### src/pkg/pmsi_pkg.sv
// Constants shared by the power-management status and interrupt block.
package pmsi_pkg;

   // ------------------------------------------------------------------
   // Register map and widths
   // ------------------------------------------------------------------
   localparam int REG_W = 8;
   localparam logic [7:0] ADDR_CHG_STAT = 8'h01;
   localparam logic [7:0] ADDR_REG_STAT = 8'h02;
   localparam logic [7:0] ADDR_CHG_MASK = 8'h03;
   localparam logic [7:0] ADDR_REG_MASK = 8'h04;
   localparam logic [7:0] ADDR_CHG_ACK = 8'h05;
   localparam logic [7:0] ADDR_REG_ACK = 8'h06;
   localparam logic [7:0] ADDR_CHG_CFG = 8'h07;

   // ------------------------------------------------------------------
   // Reset values and read answers
   // ------------------------------------------------------------------
   localparam logic [7:0] STAT_RST = 8'h00;
   localparam logic [7:0] MASK_RST = 8'hff;
   localparam logic [7:0] ACK_RST = 8'h00;
   localparam logic [7:0] CFG_RST = 8'h1b;
   localparam logic [7:0] UNMAPPED_RD = 8'hff;

   // ------------------------------------------------------------------
   // Field layouts
   // ------------------------------------------------------------------
   localparam logic [7:0] CHG_EDGE_BITS = 8'h21;
   localparam logic [7:0] CHG_RESET_BITS = 8'h1e;
   localparam logic [7:0] REG_EDGE_BITS = 8'he0;
   localparam logic [7:0] REG_UNUSED_BITS = 8'h10;
   localparam int CFG_POR_SEL_BIT = 7;
   localparam int REG_BIT_BUTTON = 7;
   localparam int REG_BIT_LID = 6;
   localparam int REG_BIT_UV = 5;
   localparam int REG_BIT_UNUSED = 4;
   localparam int REG_BIT_LINREG_B = 3;
   localparam int REG_BIT_LINREG_A = 2;
   localparam int REG_BIT_MAIN = 1;
   localparam int REG_BIT_CORE = 0;

   // ------------------------------------------------------------------
   // Timing
   // ------------------------------------------------------------------
   localparam int CLK_HZ = 25000000;
   localparam int CYC_PER_MS = CLK_HZ / 1000;
   localparam int POR_LONG_MS = 1000;
   localparam int POR_SHORT_MS = 69;
   localparam int POR_LONG_CYC = POR_LONG_MS * CYC_PER_MS;
   localparam int POR_SHORT_CYC = POR_SHORT_MS * CYC_PER_MS;
   localparam int POR_CNT_W = 25;
   localparam logic [POR_CNT_W-1:0] POR_ONE = 25'h0000001;

endpackage

### src/pmsi_status_irq.sv
// Status capture, acknowledge, mask and interrupt logic of the power manager.
`timescale 1ns/1ps
// What this block does
// RULE1 - Thermal-suspend charger bit 5 reports charging paused by on-chip heat.
// RULE2 - Termination-current bit 4 reports charging stopped at termination current.
// RULE3 - Bits 3 to 1 report expiry of precharge, fast-charge or taper timer.
// RULE4 - Bit 0 reports battery temperature outside the permitted range.
// RULE5 - Host writes to charger bits 4 to 1 force charger reset; others ignored.
// RULE6 - Any unmasked charger status bit at 1 drives interrupt output active.
// RULE7 - Regulator bit 7 reports a push-button shutdown request.
// RULE8 - Regulator bit 5 reports supply below the undervoltage threshold.
// RULE9 - Regulator bit 4 has no function and reads zero.
// RULE10 - Bit 3 reports second linear regulator out of regulation, zero if disabled.
// RULE11 - Bit 2 reports first linear regulator out of regulation, zero if disabled.
// RULE12 - Bit 1 reports main converter out of regulation.
// RULE13 - Bit 0 reports core converter fault or low-power control in low-power mode.
// RULE14 - Rising regulator status bit drives interrupt low unless masked.
// RULE15 - Charger mask bits block matching status bits; reset to all ones.
// RULE16 - Regulator mask bits block matching status bits; reset to all ones.
// RULE17 - Set charger acknowledge bit removes its status bit from the interrupt.
// RULE18 - Charger acknowledge bits clear when their status bit clears.
// RULE19 - Set regulator acknowledge bit removes its status bit from the interrupt.
// RULE20 - Regulator acknowledge bits clear with status; both ack registers read-only.
// RULE21 - Config bit 7 selects reset pulse of 1000 ms or 69 ms; resets 1Bh.
// RULE22 - Status read sets acknowledge for every bit read as one.
// RULE23 - Charger bits 5 and 0 edge-set, clear when low and acknowledged.
// RULE24 - Regulator bits 7 to 5 edge-set; bits 3 to 0 follow level.
// RULE25 - Every asynchronous status input is synchronised before edge detection.
module pmsi_status_irq #(
   parameter int POR_LONG_CYCLES = pmsi_pkg::POR_LONG_CYC,
   parameter int POR_SHORT_CYCLES = pmsi_pkg::POR_SHORT_CYC
) (
   input wire logic clk_sys,
   input wire logic reset,
   input wire logic ce,
   input wire logic [7:0] reg_addr,
   input wire logic reg_wr,
   input wire logic [pmsi_pkg::REG_W-1:0] reg_wdata,
   input wire logic reg_rd,
   output logic [pmsi_pkg::REG_W-1:0] reg_rdata,
   input wire logic [7:0] chg_cond_in,
   input wire logic power_button_request,
   input wire logic battery_lid_sense,
   input wire logic supply_undervoltage,
   input wire logic linreg_b_power_good,
   input wire logic linreg_a_power_good,
   input wire logic main_conv_power_good,
   input wire logic core_conv_power_good,
   input wire logic linreg_b_enable,
   input wire logic linreg_a_enable,
   input wire logic core_lp_ctrl,
   input wire logic low_power_mode,
   input wire logic reset_pulse_start,
   output logic irq_pin_o,
   output logic irq_pin_oe,
   output logic charger_reset_req,
   output logic [pmsi_pkg::REG_W-1:0] charger_config,
   output logic reset_pulse_duration_n
);
   import pmsi_pkg::*;

   // ------------------------------------------------------------------
   // State
   // ------------------------------------------------------------------
   typedef struct packed {
      logic [7:0] s1_chg;
      logic [7:0] s2_chg;
      logic [7:0] d_chg;
      logic [7:0] s1_reg;
      logic [7:0] s2_reg;
      logic [7:0] d_reg;
      logic [7:0] chg_stat;
      logic [7:0] reg_stat;
      logic [7:0] chg_mask;
      logic [7:0] reg_mask;
      logic [7:0] chg_ack;
      logic [7:0] reg_ack;
      logic [7:0] cfg;
      logic [7:0] rdata;
      logic rst_req;
      logic irq_oe;
      logic [POR_CNT_W-1:0] por_cnt;
      logic por_n;
   } pmsi_state_t;

   pmsi_state_t s_r;
   pmsi_state_t s_nxt;

   // ------------------------------------------------------------------
   // Helpers
   // ------------------------------------------------------------------

   // Edge bits set on a rise and hold until the input is low and the bit
   // has been acknowledged; a rise in the clearing cycle wins.
   function automatic logic [7:0] pmsi_stat_next(input logic [7:0] lvl,
         input logic [7:0] rise, input logic [7:0] old, input logic [7:0] ack,
         input logic [7:0] edge_m);
      return (lvl & ~edge_m) | (edge_m & (rise | (old & (lvl | ~ack))));
   endfunction

   // An acknowledge lives only as long as its status bit.
   function automatic logic [7:0] pmsi_ack_next(input logic [7:0] stat_n,
         input logic [7:0] ack, input logic [7:0] rd_set);
      return stat_n & (ack | rd_set);
   endfunction

   // ------------------------------------------------------------------
   // Combinational inputs
   // ------------------------------------------------------------------
   logic [7:0] reg_pins;
   logic [7:0] reg_lvl;
   logic [7:0] chg_rise;
   logic [7:0] reg_rise;
   logic rd_chg;
   logic rd_reg;
   logic wr_chg;
   logic [POR_CNT_W-1:0] por_target;

   // The lid pin is active low; it is inverted ahead of the synchroniser.
   assign reg_pins = {power_button_request, ~battery_lid_sense, supply_undervoltage,
      1'b0, linreg_b_power_good, linreg_a_power_good, main_conv_power_good,
      core_conv_power_good};

   // Enables come from register logic on this clock, so they gate after sync.
   always_comb begin
      reg_lvl = s_r.s2_reg;
      reg_lvl[REG_BIT_UNUSED] = 1'b0; // RULE9
      reg_lvl[REG_BIT_LINREG_B] = s_r.s2_reg[REG_BIT_LINREG_B] & linreg_b_enable; // RULE10
      reg_lvl[REG_BIT_LINREG_A] = s_r.s2_reg[REG_BIT_LINREG_A] & linreg_a_enable; // RULE11
      reg_lvl[REG_BIT_CORE] = s_r.s2_reg[REG_BIT_CORE] | (core_lp_ctrl & low_power_mode); // RULE13
   end

   // Edges are taken between the second and third stages only. The regulator
   // edge uses the gated level, but the enable-gated bits 3 and 2 follow level,
   // so enabling a regulator that is out of regulation reports it while it lasts.
   assign chg_rise = s_r.s2_chg & ~s_r.d_chg; // RULE25
   assign reg_rise = reg_lvl & ~s_r.d_reg; // RULE25
   assign rd_chg = reg_rd && (reg_addr == ADDR_CHG_STAT);
   assign rd_reg = reg_rd && (reg_addr == ADDR_REG_STAT);
   assign wr_chg = reg_wr && (reg_addr == ADDR_CHG_STAT);
   assign por_target = s_r.cfg[CFG_POR_SEL_BIT] ? POR_CNT_W'(POR_SHORT_CYCLES - 1)
      : POR_CNT_W'(POR_LONG_CYCLES - 1); // RULE21

   // ------------------------------------------------------------------
   // Next state
   // ------------------------------------------------------------------
   always_comb begin
      s_nxt = s_r;
      // Two flip-flop synchronisers plus one delayed copy for edges.
      s_nxt.s1_chg = chg_cond_in; // RULE25
      s_nxt.s2_chg = s_r.s1_chg;
      s_nxt.d_chg = s_r.s2_chg;
      s_nxt.s1_reg = reg_pins;
      s_nxt.s2_reg = s_r.s1_reg;
      s_nxt.d_reg = reg_lvl;
      // Status capture keeps running during a read; the read value is the
      // current register, so nothing arriving now is lost.
      s_nxt.chg_stat = pmsi_stat_next(s_r.s2_chg, chg_rise, s_r.chg_stat, s_r.chg_ack,
         CHG_EDGE_BITS); // RULE1 RULE2 RULE3 RULE4 RULE23
      s_nxt.reg_stat = pmsi_stat_next(reg_lvl, reg_rise, s_r.reg_stat,
         s_r.reg_ack, REG_EDGE_BITS); // RULE7 RULE8 RULE12 RULE24
      s_nxt.chg_ack = pmsi_ack_next(s_nxt.chg_stat, s_r.chg_ack,
         rd_chg ? s_r.chg_stat : ACK_RST); // RULE18 RULE22
      s_nxt.reg_ack = pmsi_ack_next(s_nxt.reg_stat, s_r.reg_ack,
         rd_reg ? s_r.reg_stat : ACK_RST); // RULE20 RULE22
      // Writing zero over a set timeout or termination bit asks the charger
      // to restart; stored bits still follow their inputs.
      s_nxt.rst_req = wr_chg && |(s_r.chg_stat & ~reg_wdata & CHG_RESET_BITS); // RULE5
      if (reg_wr) begin
         unique case (reg_addr)
            ADDR_CHG_MASK: s_nxt.chg_mask = reg_wdata;
            ADDR_REG_MASK: s_nxt.reg_mask = reg_wdata;
            ADDR_CHG_CFG: s_nxt.cfg = reg_wdata;
            default: s_nxt.cfg = s_r.cfg;
         endcase
      end
      if (reg_rd) begin
         unique case (reg_addr)
            ADDR_CHG_STAT: s_nxt.rdata = s_r.chg_stat;
            ADDR_REG_STAT: s_nxt.rdata = s_r.reg_stat;
            ADDR_CHG_MASK: s_nxt.rdata = s_r.chg_mask;
            ADDR_REG_MASK: s_nxt.rdata = s_r.reg_mask;
            ADDR_CHG_ACK: s_nxt.rdata = s_r.chg_ack;
            ADDR_REG_ACK: s_nxt.rdata = s_r.reg_ack;
            ADDR_CHG_CFG: s_nxt.rdata = s_r.cfg;
            default: s_nxt.rdata = UNMAPPED_RD;
         endcase
      end
      // Interrupt follows next state so the pin matches the registers.
      s_nxt.irq_oe = |(s_nxt.chg_stat & ~s_nxt.chg_mask & ~s_nxt.chg_ack)
         | |(s_nxt.reg_stat & ~s_nxt.reg_mask & ~s_nxt.reg_ack); // RULE6 RULE14 RULE15 RULE16 RULE17 RULE19
      // Reset pulse timer; the select is read live, so changing it mid pulse
      // shortens or lengthens the pulse in flight.
      if (reset_pulse_start) begin
         s_nxt.por_cnt = '0;
         s_nxt.por_n = 1'b0;
      end else if (!s_r.por_n) begin
         if (s_r.por_cnt >= por_target) begin
            s_nxt.por_n = 1'b1; // RULE21
         end else begin
            s_nxt.por_cnt = s_r.por_cnt + POR_ONE;
         end
      end
   end

   // ------------------------------------------------------------------
   // Registers
   // ------------------------------------------------------------------
   always_ff @(posedge clk_sys) begin
      if (reset) begin
         s_r <= '0;
         s_r.chg_stat <= STAT_RST;
         s_r.reg_stat <= STAT_RST;
         s_r.chg_mask <= MASK_RST; // RULE15
         s_r.reg_mask <= MASK_RST; // RULE16
         s_r.chg_ack <= ACK_RST;
         s_r.reg_ack <= ACK_RST; // RULE20
         s_r.cfg <= CFG_RST; // RULE21
         s_r.rdata <= UNMAPPED_RD;
      end else if (ce) begin
         s_r <= s_nxt;
      end
   end

   // Open-drain interrupt: the pin is only ever pulled low.
   assign irq_pin_o = 1'b0;
   assign irq_pin_oe = s_r.irq_oe;
   assign reg_rdata = s_r.rdata;
   assign charger_reset_req = s_r.rst_req;
   assign charger_config = s_r.cfg;
   assign reset_pulse_duration_n = s_r.por_n;
endmodule // pmsi_status_irq

### config.mk
export PLATFORM = sky130hd
export DESIGN_NAME = pmsi_status_irq
export DESIGN_NICKNAME = d
export VERILOG_FILES = /design/src/pkg/pmsi_pkg.sv /design/src/pmsi_status_irq.sv
export SDC_FILE = /design/constraint.sdc
export NUM_CORES = 1
export LEC_CHECK = 0
export BUFFER_PORTS_ARGS = -buffer_cell sky130_fd_sc_hd__clkbuf_2
export CAP_MARGIN = 25
export CORE_MARGIN = 4
export CORE_UTILIZATION = 50
export CTS_BUF_LIST = sky130_fd_sc_hd__clkbuf_16
export DETAILED_ROUTE_END_ITERATION = 8
export PLACE_DENSITY_LB_ADDON = 0.1
export SLEW_MARGIN = 20
export SYNTH_ARGS = -nofsm -noshare
export SYNTH_HDL_FRONTEND = slang
export SYNTH_SLANG_ARGS = --single-unit
### constraint.sdc
create_clock -name clk_sys -period 3.1 [get_ports clk_sys]
set_input_delay 0.31 -clock clk_sys [delete_from_list [all_inputs] [get_ports clk_sys]]
set_output_delay 0.31 -clock clk_sys [all_outputs]
set_load 0.01 [all_outputs]
======== Yosys cells after proc, flatten, opt, wreduce, memory -nomap -nowiden ========
Index checks and enable logic that the tools add are counted.
operators by class
  add/subtract/negate cells ............... 1
  order comparisons ....................... 1
  equal/unequal tests ..................... 9
  muxes and demuxes ....................... 11
  bitwise operators ....................... 34
  reductions and logical operators ........ 10
operators by type and width
  operator                                                          number
  8-bit bitwise AND                                                 8
  8-bit case mux with 7 select lines                                1
  26-bit two-way mux                                                2
  25-bit two-way mux                                                2
  8-bit NOT                                                         6
  8-bit by 3-bit == test with 1-bit output (second input constant)  4
  8-bit two-way mux                                                 4
  8-bit bitwise OR                                                  4
  25-bit by 1-bit adder with 25-bit output (second input constant)  1
  25-bit >= comparator                                              1
  8-bit by 2-bit == test with 1-bit output (second input constant)  2
  16-bit two-way mux                                                1
  8-bit OR reduction                                                2
  6-bit bitwise AND                                                 2
  6-bit NOT                                                         2
  6-bit bitwise OR                                                  2
  8-bit by 1-bit == test with 1-bit output (second input constant)  1
  4-bit by 8-bit bitwise OR with 8-bit output                       1
  8-bit by 6-bit bitwise OR with 8-bit output                       1
  3-bit AND reduction                                               2
  5-bit bitwise AND                                                 1
  5-bit NOT                                                         1
  1-bit logical AND                                                 4
  2-bit inequality test (second input constant)                     2
  other kinds (6)                                                   9
storage, ports and cells
  bits in registers ....................... 135
  bits of input ports ..................... 41
  output and inout port bits .............. 20
  logic and storage cells ................. 84

======== Logic depth before layout (Yosys ltp) ========
  depth in word-level cells ............... 11
  depth in mapped cells ................... 10

======== Least setup slack after synthesis ========
Ideal clock, no wire load.
  path type ............................... flip-flop to flip-flop
  from .................................... register s_r (netlist bit charger_config[7])
  to ...................................... register s_r[20] (netlist bit)
  arrival time ............................ 2555 ps
  setup slack ............................. 444 ps
  stages on the path, launching flop included .. 11
  clock period less this slack ............ 2656 ps
  path through ............................ dfxtp_1 -> inv_1 -> ha_1 -> nand2_1 -> or3_1 -> nor4_1 -> a211oi_1 -> nor3b_2 -> buf_2 -> o21ai_0 -> o41ai_1
between the ends
  word-level cells in the longest chain between the ends .. 4
RTL lines
  what                                    line                    text
  from (decl)                             pmsi_status_irq.sv:86   pmsi_state_t s_r;
  from (signal assigned)                  pmsi_status_irq.sv:221  s_r <= s_nxt;
  25-bit two-way mux                      pmsi_status_irq.sv:141  assign por_target = s_r.cfg[CFG_POR_SEL_BIT] ? POR_CNT_W'(POR_SHORT_CYCLES - 1)
  25-bit >= comparator                    pmsi_status_irq.sv:198  if (s_r.por_cnt >= por_target) begin
  2-bit inequality test (no source line)  --
  3-bit AND reduction (no source line)    --
Every way passes these cells.
A chain may end at the register's enable or synchronous reset.

======== Worst setup path in the final report ========
  from .................................... register s_r (netlist bit charger_config[7])
  to ...................................... register s_r[17] (netlist bit)
Same word-level chain as after synthesis.

==> results.sh <==
export IMPL_yosysTopAreaCell="dfxtp_1"
export IMPL_start_util_pct=51.23
export IMPL_ir_worst_vdd_mv=0.4022
export IMPL_postLayoutCoreUtil_pct=59.11
export IMPL_status="finished clean"
export IMPL_cp_max_fo=11
export IMPL_ys_seq_area_share_pct=38.55
export IMPL_final_period_utilization_pct=89.53
export IMPL_grt_usage_pct=25.07
export IMPL_cts_made_buffers=17
export IMPL_ios=61
export IMPL_grt_max_degree=94
export IMPL_vias_per_cell=5.958
export IMPL_crit_buf_inv=1
export IMPL_grt_first_pass_wirelength_um=28750
export IMPL_grt_pass1_vias=5405
export IMPL_fin_crit_ns=2.775
export IMPL_yosysMostFrequentCell="dfxtp_1"
export IMPL_portBuffers=59
export IMPL_hold_class="in2reg"
export IMPL_cap_viol_max_count=0
export IMPL_met1Wirelength_um=8037
export IMPL_htree_levels=4
export IMPL_synth_edf_count=0
export IMPL_async_flop_share_pct=0
export IMPL_synth_seq_cells=125
export IMPL_worstPathArrival_ns=3.11
export IMPL_post_cts_buffers=0
export IMPL_ys_flop_type="dfxtp_1"
export IMPL_hpwl_um=12680
export IMPL_placed_area_um2=6848
export IMPL_rrSetupSlack_ns=0.32
export IMPL_fin_tns_setup_ns=0
export IMPL_syn2layout_area_growth_pct=15.38
export IMPL_slowest_delay_ns=0.47
export IMPL_hold_slack_ns=0.08435
export IMPL_drtPass1Iterations=5
export IMPL_setup_viol=0
export IMPL_drc=0
export IMPL_grt_ovfl_total=0
export IMPL_route_met2_wl_um=8512
export IMPL_synthTopCellsByCount="dfxtp_1, nor2_1, nand2_1, mux2i_1, a21oi_1"
export IMPL_yosysWarnings=0
export IMPL_netlist_area_um2=6491
export IMPL_clk_path_buf_depth=2
export IMPL_critPathKind="reg2reg"
export IMPL_clkTransAtPathRegs_ns=0.06
export IMPL_post_cts_resized=0
export IMPL_cts_root_buf="clkbuf_16"
export IMPL_start_kind="flip-flop"
export IMPL_crit_chain="ha_1 -> a211o_1 -> a211oi_1 -> nand3_1 -> a211oi_1 -> nand2_1 -> buf_4 -> or3_1 -> o21ai_0"
export IMPL_fmax_mhz=360.3
export IMPL_n_fill_cell=1145
export IMPL_wl_per_cell_um=18.44
export IMPL_cpMostUsedCell="a211oi_1"
export IMPL_syn_num_nets=801
export IMPL_yosysUniqueCellTypes=65
export IMPL_dieArea_um2=14870
export IMPL_skew_ns=0.006135
export IMPL_syn_avg_cell_area_um2=8.701
export IMPL_critPathTopFamily="compound AO/OA/AOI/OAI gates"
export IMPL_vias=5767
export IMPL_drt_iter0_drc=492
export IMPL_dp_slack_ns=0.3601
export IMPL_worst_setup_path_end_kind="flip-flop"
export IMPL_critPathSlowestCell="dfxtp_1"
export IMPL_ant_nets=0
export IMPL_stdcell_area_um2=7490
export IMPL_die_h_um=121.9
export IMPL_hold_viol=0
export IMPL_finalWorstSetupSlack_ns=0.3246
export IMPL_finalMaxSlewViolations=0
export IMPL_antenna_found_initial=0
export IMPL_nets=839
export IMPL_cts_sinks=125
export IMPL_wl_um=17850
export IMPL_gp_congestion=0.8650
export IMPL_p_leak_nw=2.939
export IMPL_num_antenna_cells=0
export IMPL_clock_latency_ns=0.42
export IMPL_coreArea_um2=12670
export IMPL_die_w_um=121.9
export IMPL_worstMarginPinSlew_ns=0.9808
export IMPL_hold_buffers=0
export IMPL_synth_top_area_share_pct=38.55
export IMPL_synth_cells=746
export IMPL_slew_headroom_pct=33.79
export IMPL_cts_tree="yes"
export IMPL_powerDensity_nw_per_um2=548.2
export IMPL_synth_area_top_cells="dfxtp_1, mux2i_1, nor2_1"
export IMPL_grt_setup_unrepaired="false"
export IMPL_highest_layer="met4"
export IMPL_drive_above_1_share_pct=15.33
export IMPL_rows=41
export IMPL_wl_met3_um=987
export IMPL_crit_required_ns=3.44
logic make-up (layout without fill, tap and decap cells):
| kind of cell | after synthesis | in the layout | share of synthesized area [%] |
|---|---|---|---|
| buffers and inverters | 74 | 124 | 5.493 |
| AND/OR/NAND/NOR | 274 | 274 | 21.90 |
| multiplexers | 65 | 65 | 11.43 |
| AO/OA/AOI/OAI | 193 | 193 | 19.87 |
| adder cells (fa/ha/maj) | 14 | 14 | 2.699 |
| flip-flops | 125 | 125 | 38.55 |
| other | 1 | 1 | 0.05777 |
per-stage QoR:
step                      instances  total power, mW
after global placement          937            1.949
after detailed placement        937            1.954
after floorplan                 746            1.860
final                           968            4.105
after CTS                       968            4.134
after global routing            968            4.239
sequential cells by signal, summed over array words and instances (netlist names), named ones only:
signal / cells
reset_pulse_duration_n: 1
reg_rdata: 8
irq_pin_oe: 1
charger_reset_req: 1
reg_lvl: 4
s_nxt: 23
charger_config: 8
s_r: 78
power by group:
group	total, mW	switching, mW	leakage [nW]	internal, mW
sequential	1.66	0.0267	1.01	1.64
combinational	0.261	0.159	1.62	0.102
clock	2.18	0.757	0.305	1.43
total	4.11	0.942	2.94	3.16
placed cells by master (no fill, tap or decap), types with 6 or more instances in the layout:
master,synthesis,routed
dfxtp_1,125,125
nor2_1,75,75
nand2_1,64,64
clkbuf_2,0,57
mux2i_1,55,55
a21oi_1,47,47
o21ai_0,38,38
a211o_1,28,28
nor2b_1,27,27
nand3_1,21,21
buf_4,18,19
inv_1,17,17
clkbuf_16,0,17
a211oi_1,14,14
and3_1,14,14
ha_1,14,14
o31ai_1,12,12
or3_1,9,9
nand2b_1,9,9
nor4_1,9,8
a31oi_1,8,8
nor3_1,7,7
and2_1,7,7
mux4_2,7,7
o21bai_1,6,6
a22oi_1,6,6
worst paths after layout:
kind,startpoint,to,depth (start not counted)
max,charger_config[7]$_SDFFE_PP0P_,s_r[17]$_SDFFE_PP0P_,9
min,battery_lid_sense,s_nxt[106]$_SDFFE_PP0P_,2
max reg2reg,charger_config[7]$_SDFFE_PP0P_,s_r[17]$_SDFFE_PP0P_,9
min reg2reg,reg_rdata[2]$_SDFFE_PP1P_,reg_rdata[2]$_SDFFE_PP1P_,1
cell type report:
cell class | instances | area, um^2 | share of cell area (%)
multi-input cells | 547 | 3638 | 48.58
flip-flops and latches | 125 | 2502 | 33.41
repair buffers | 76 | 427.9 | 5.713
clock buffers | 17 | 425.4 | 5.680
clock inverters | 14 | 216.5 | 2.890
well taps | 172 | 215.2 | 2.873
inverters | 17 | 63.81 | 0.8520
per-layer routing:
layer	vias to the layer above	global-route usage (%)
li1	2798	-
met1	2761	33.22
met2	186	40.68
met3	22	5.246
met4	0	8.824
met5	-	0
No activity file was read; power rests on OpenSTA's default activity.
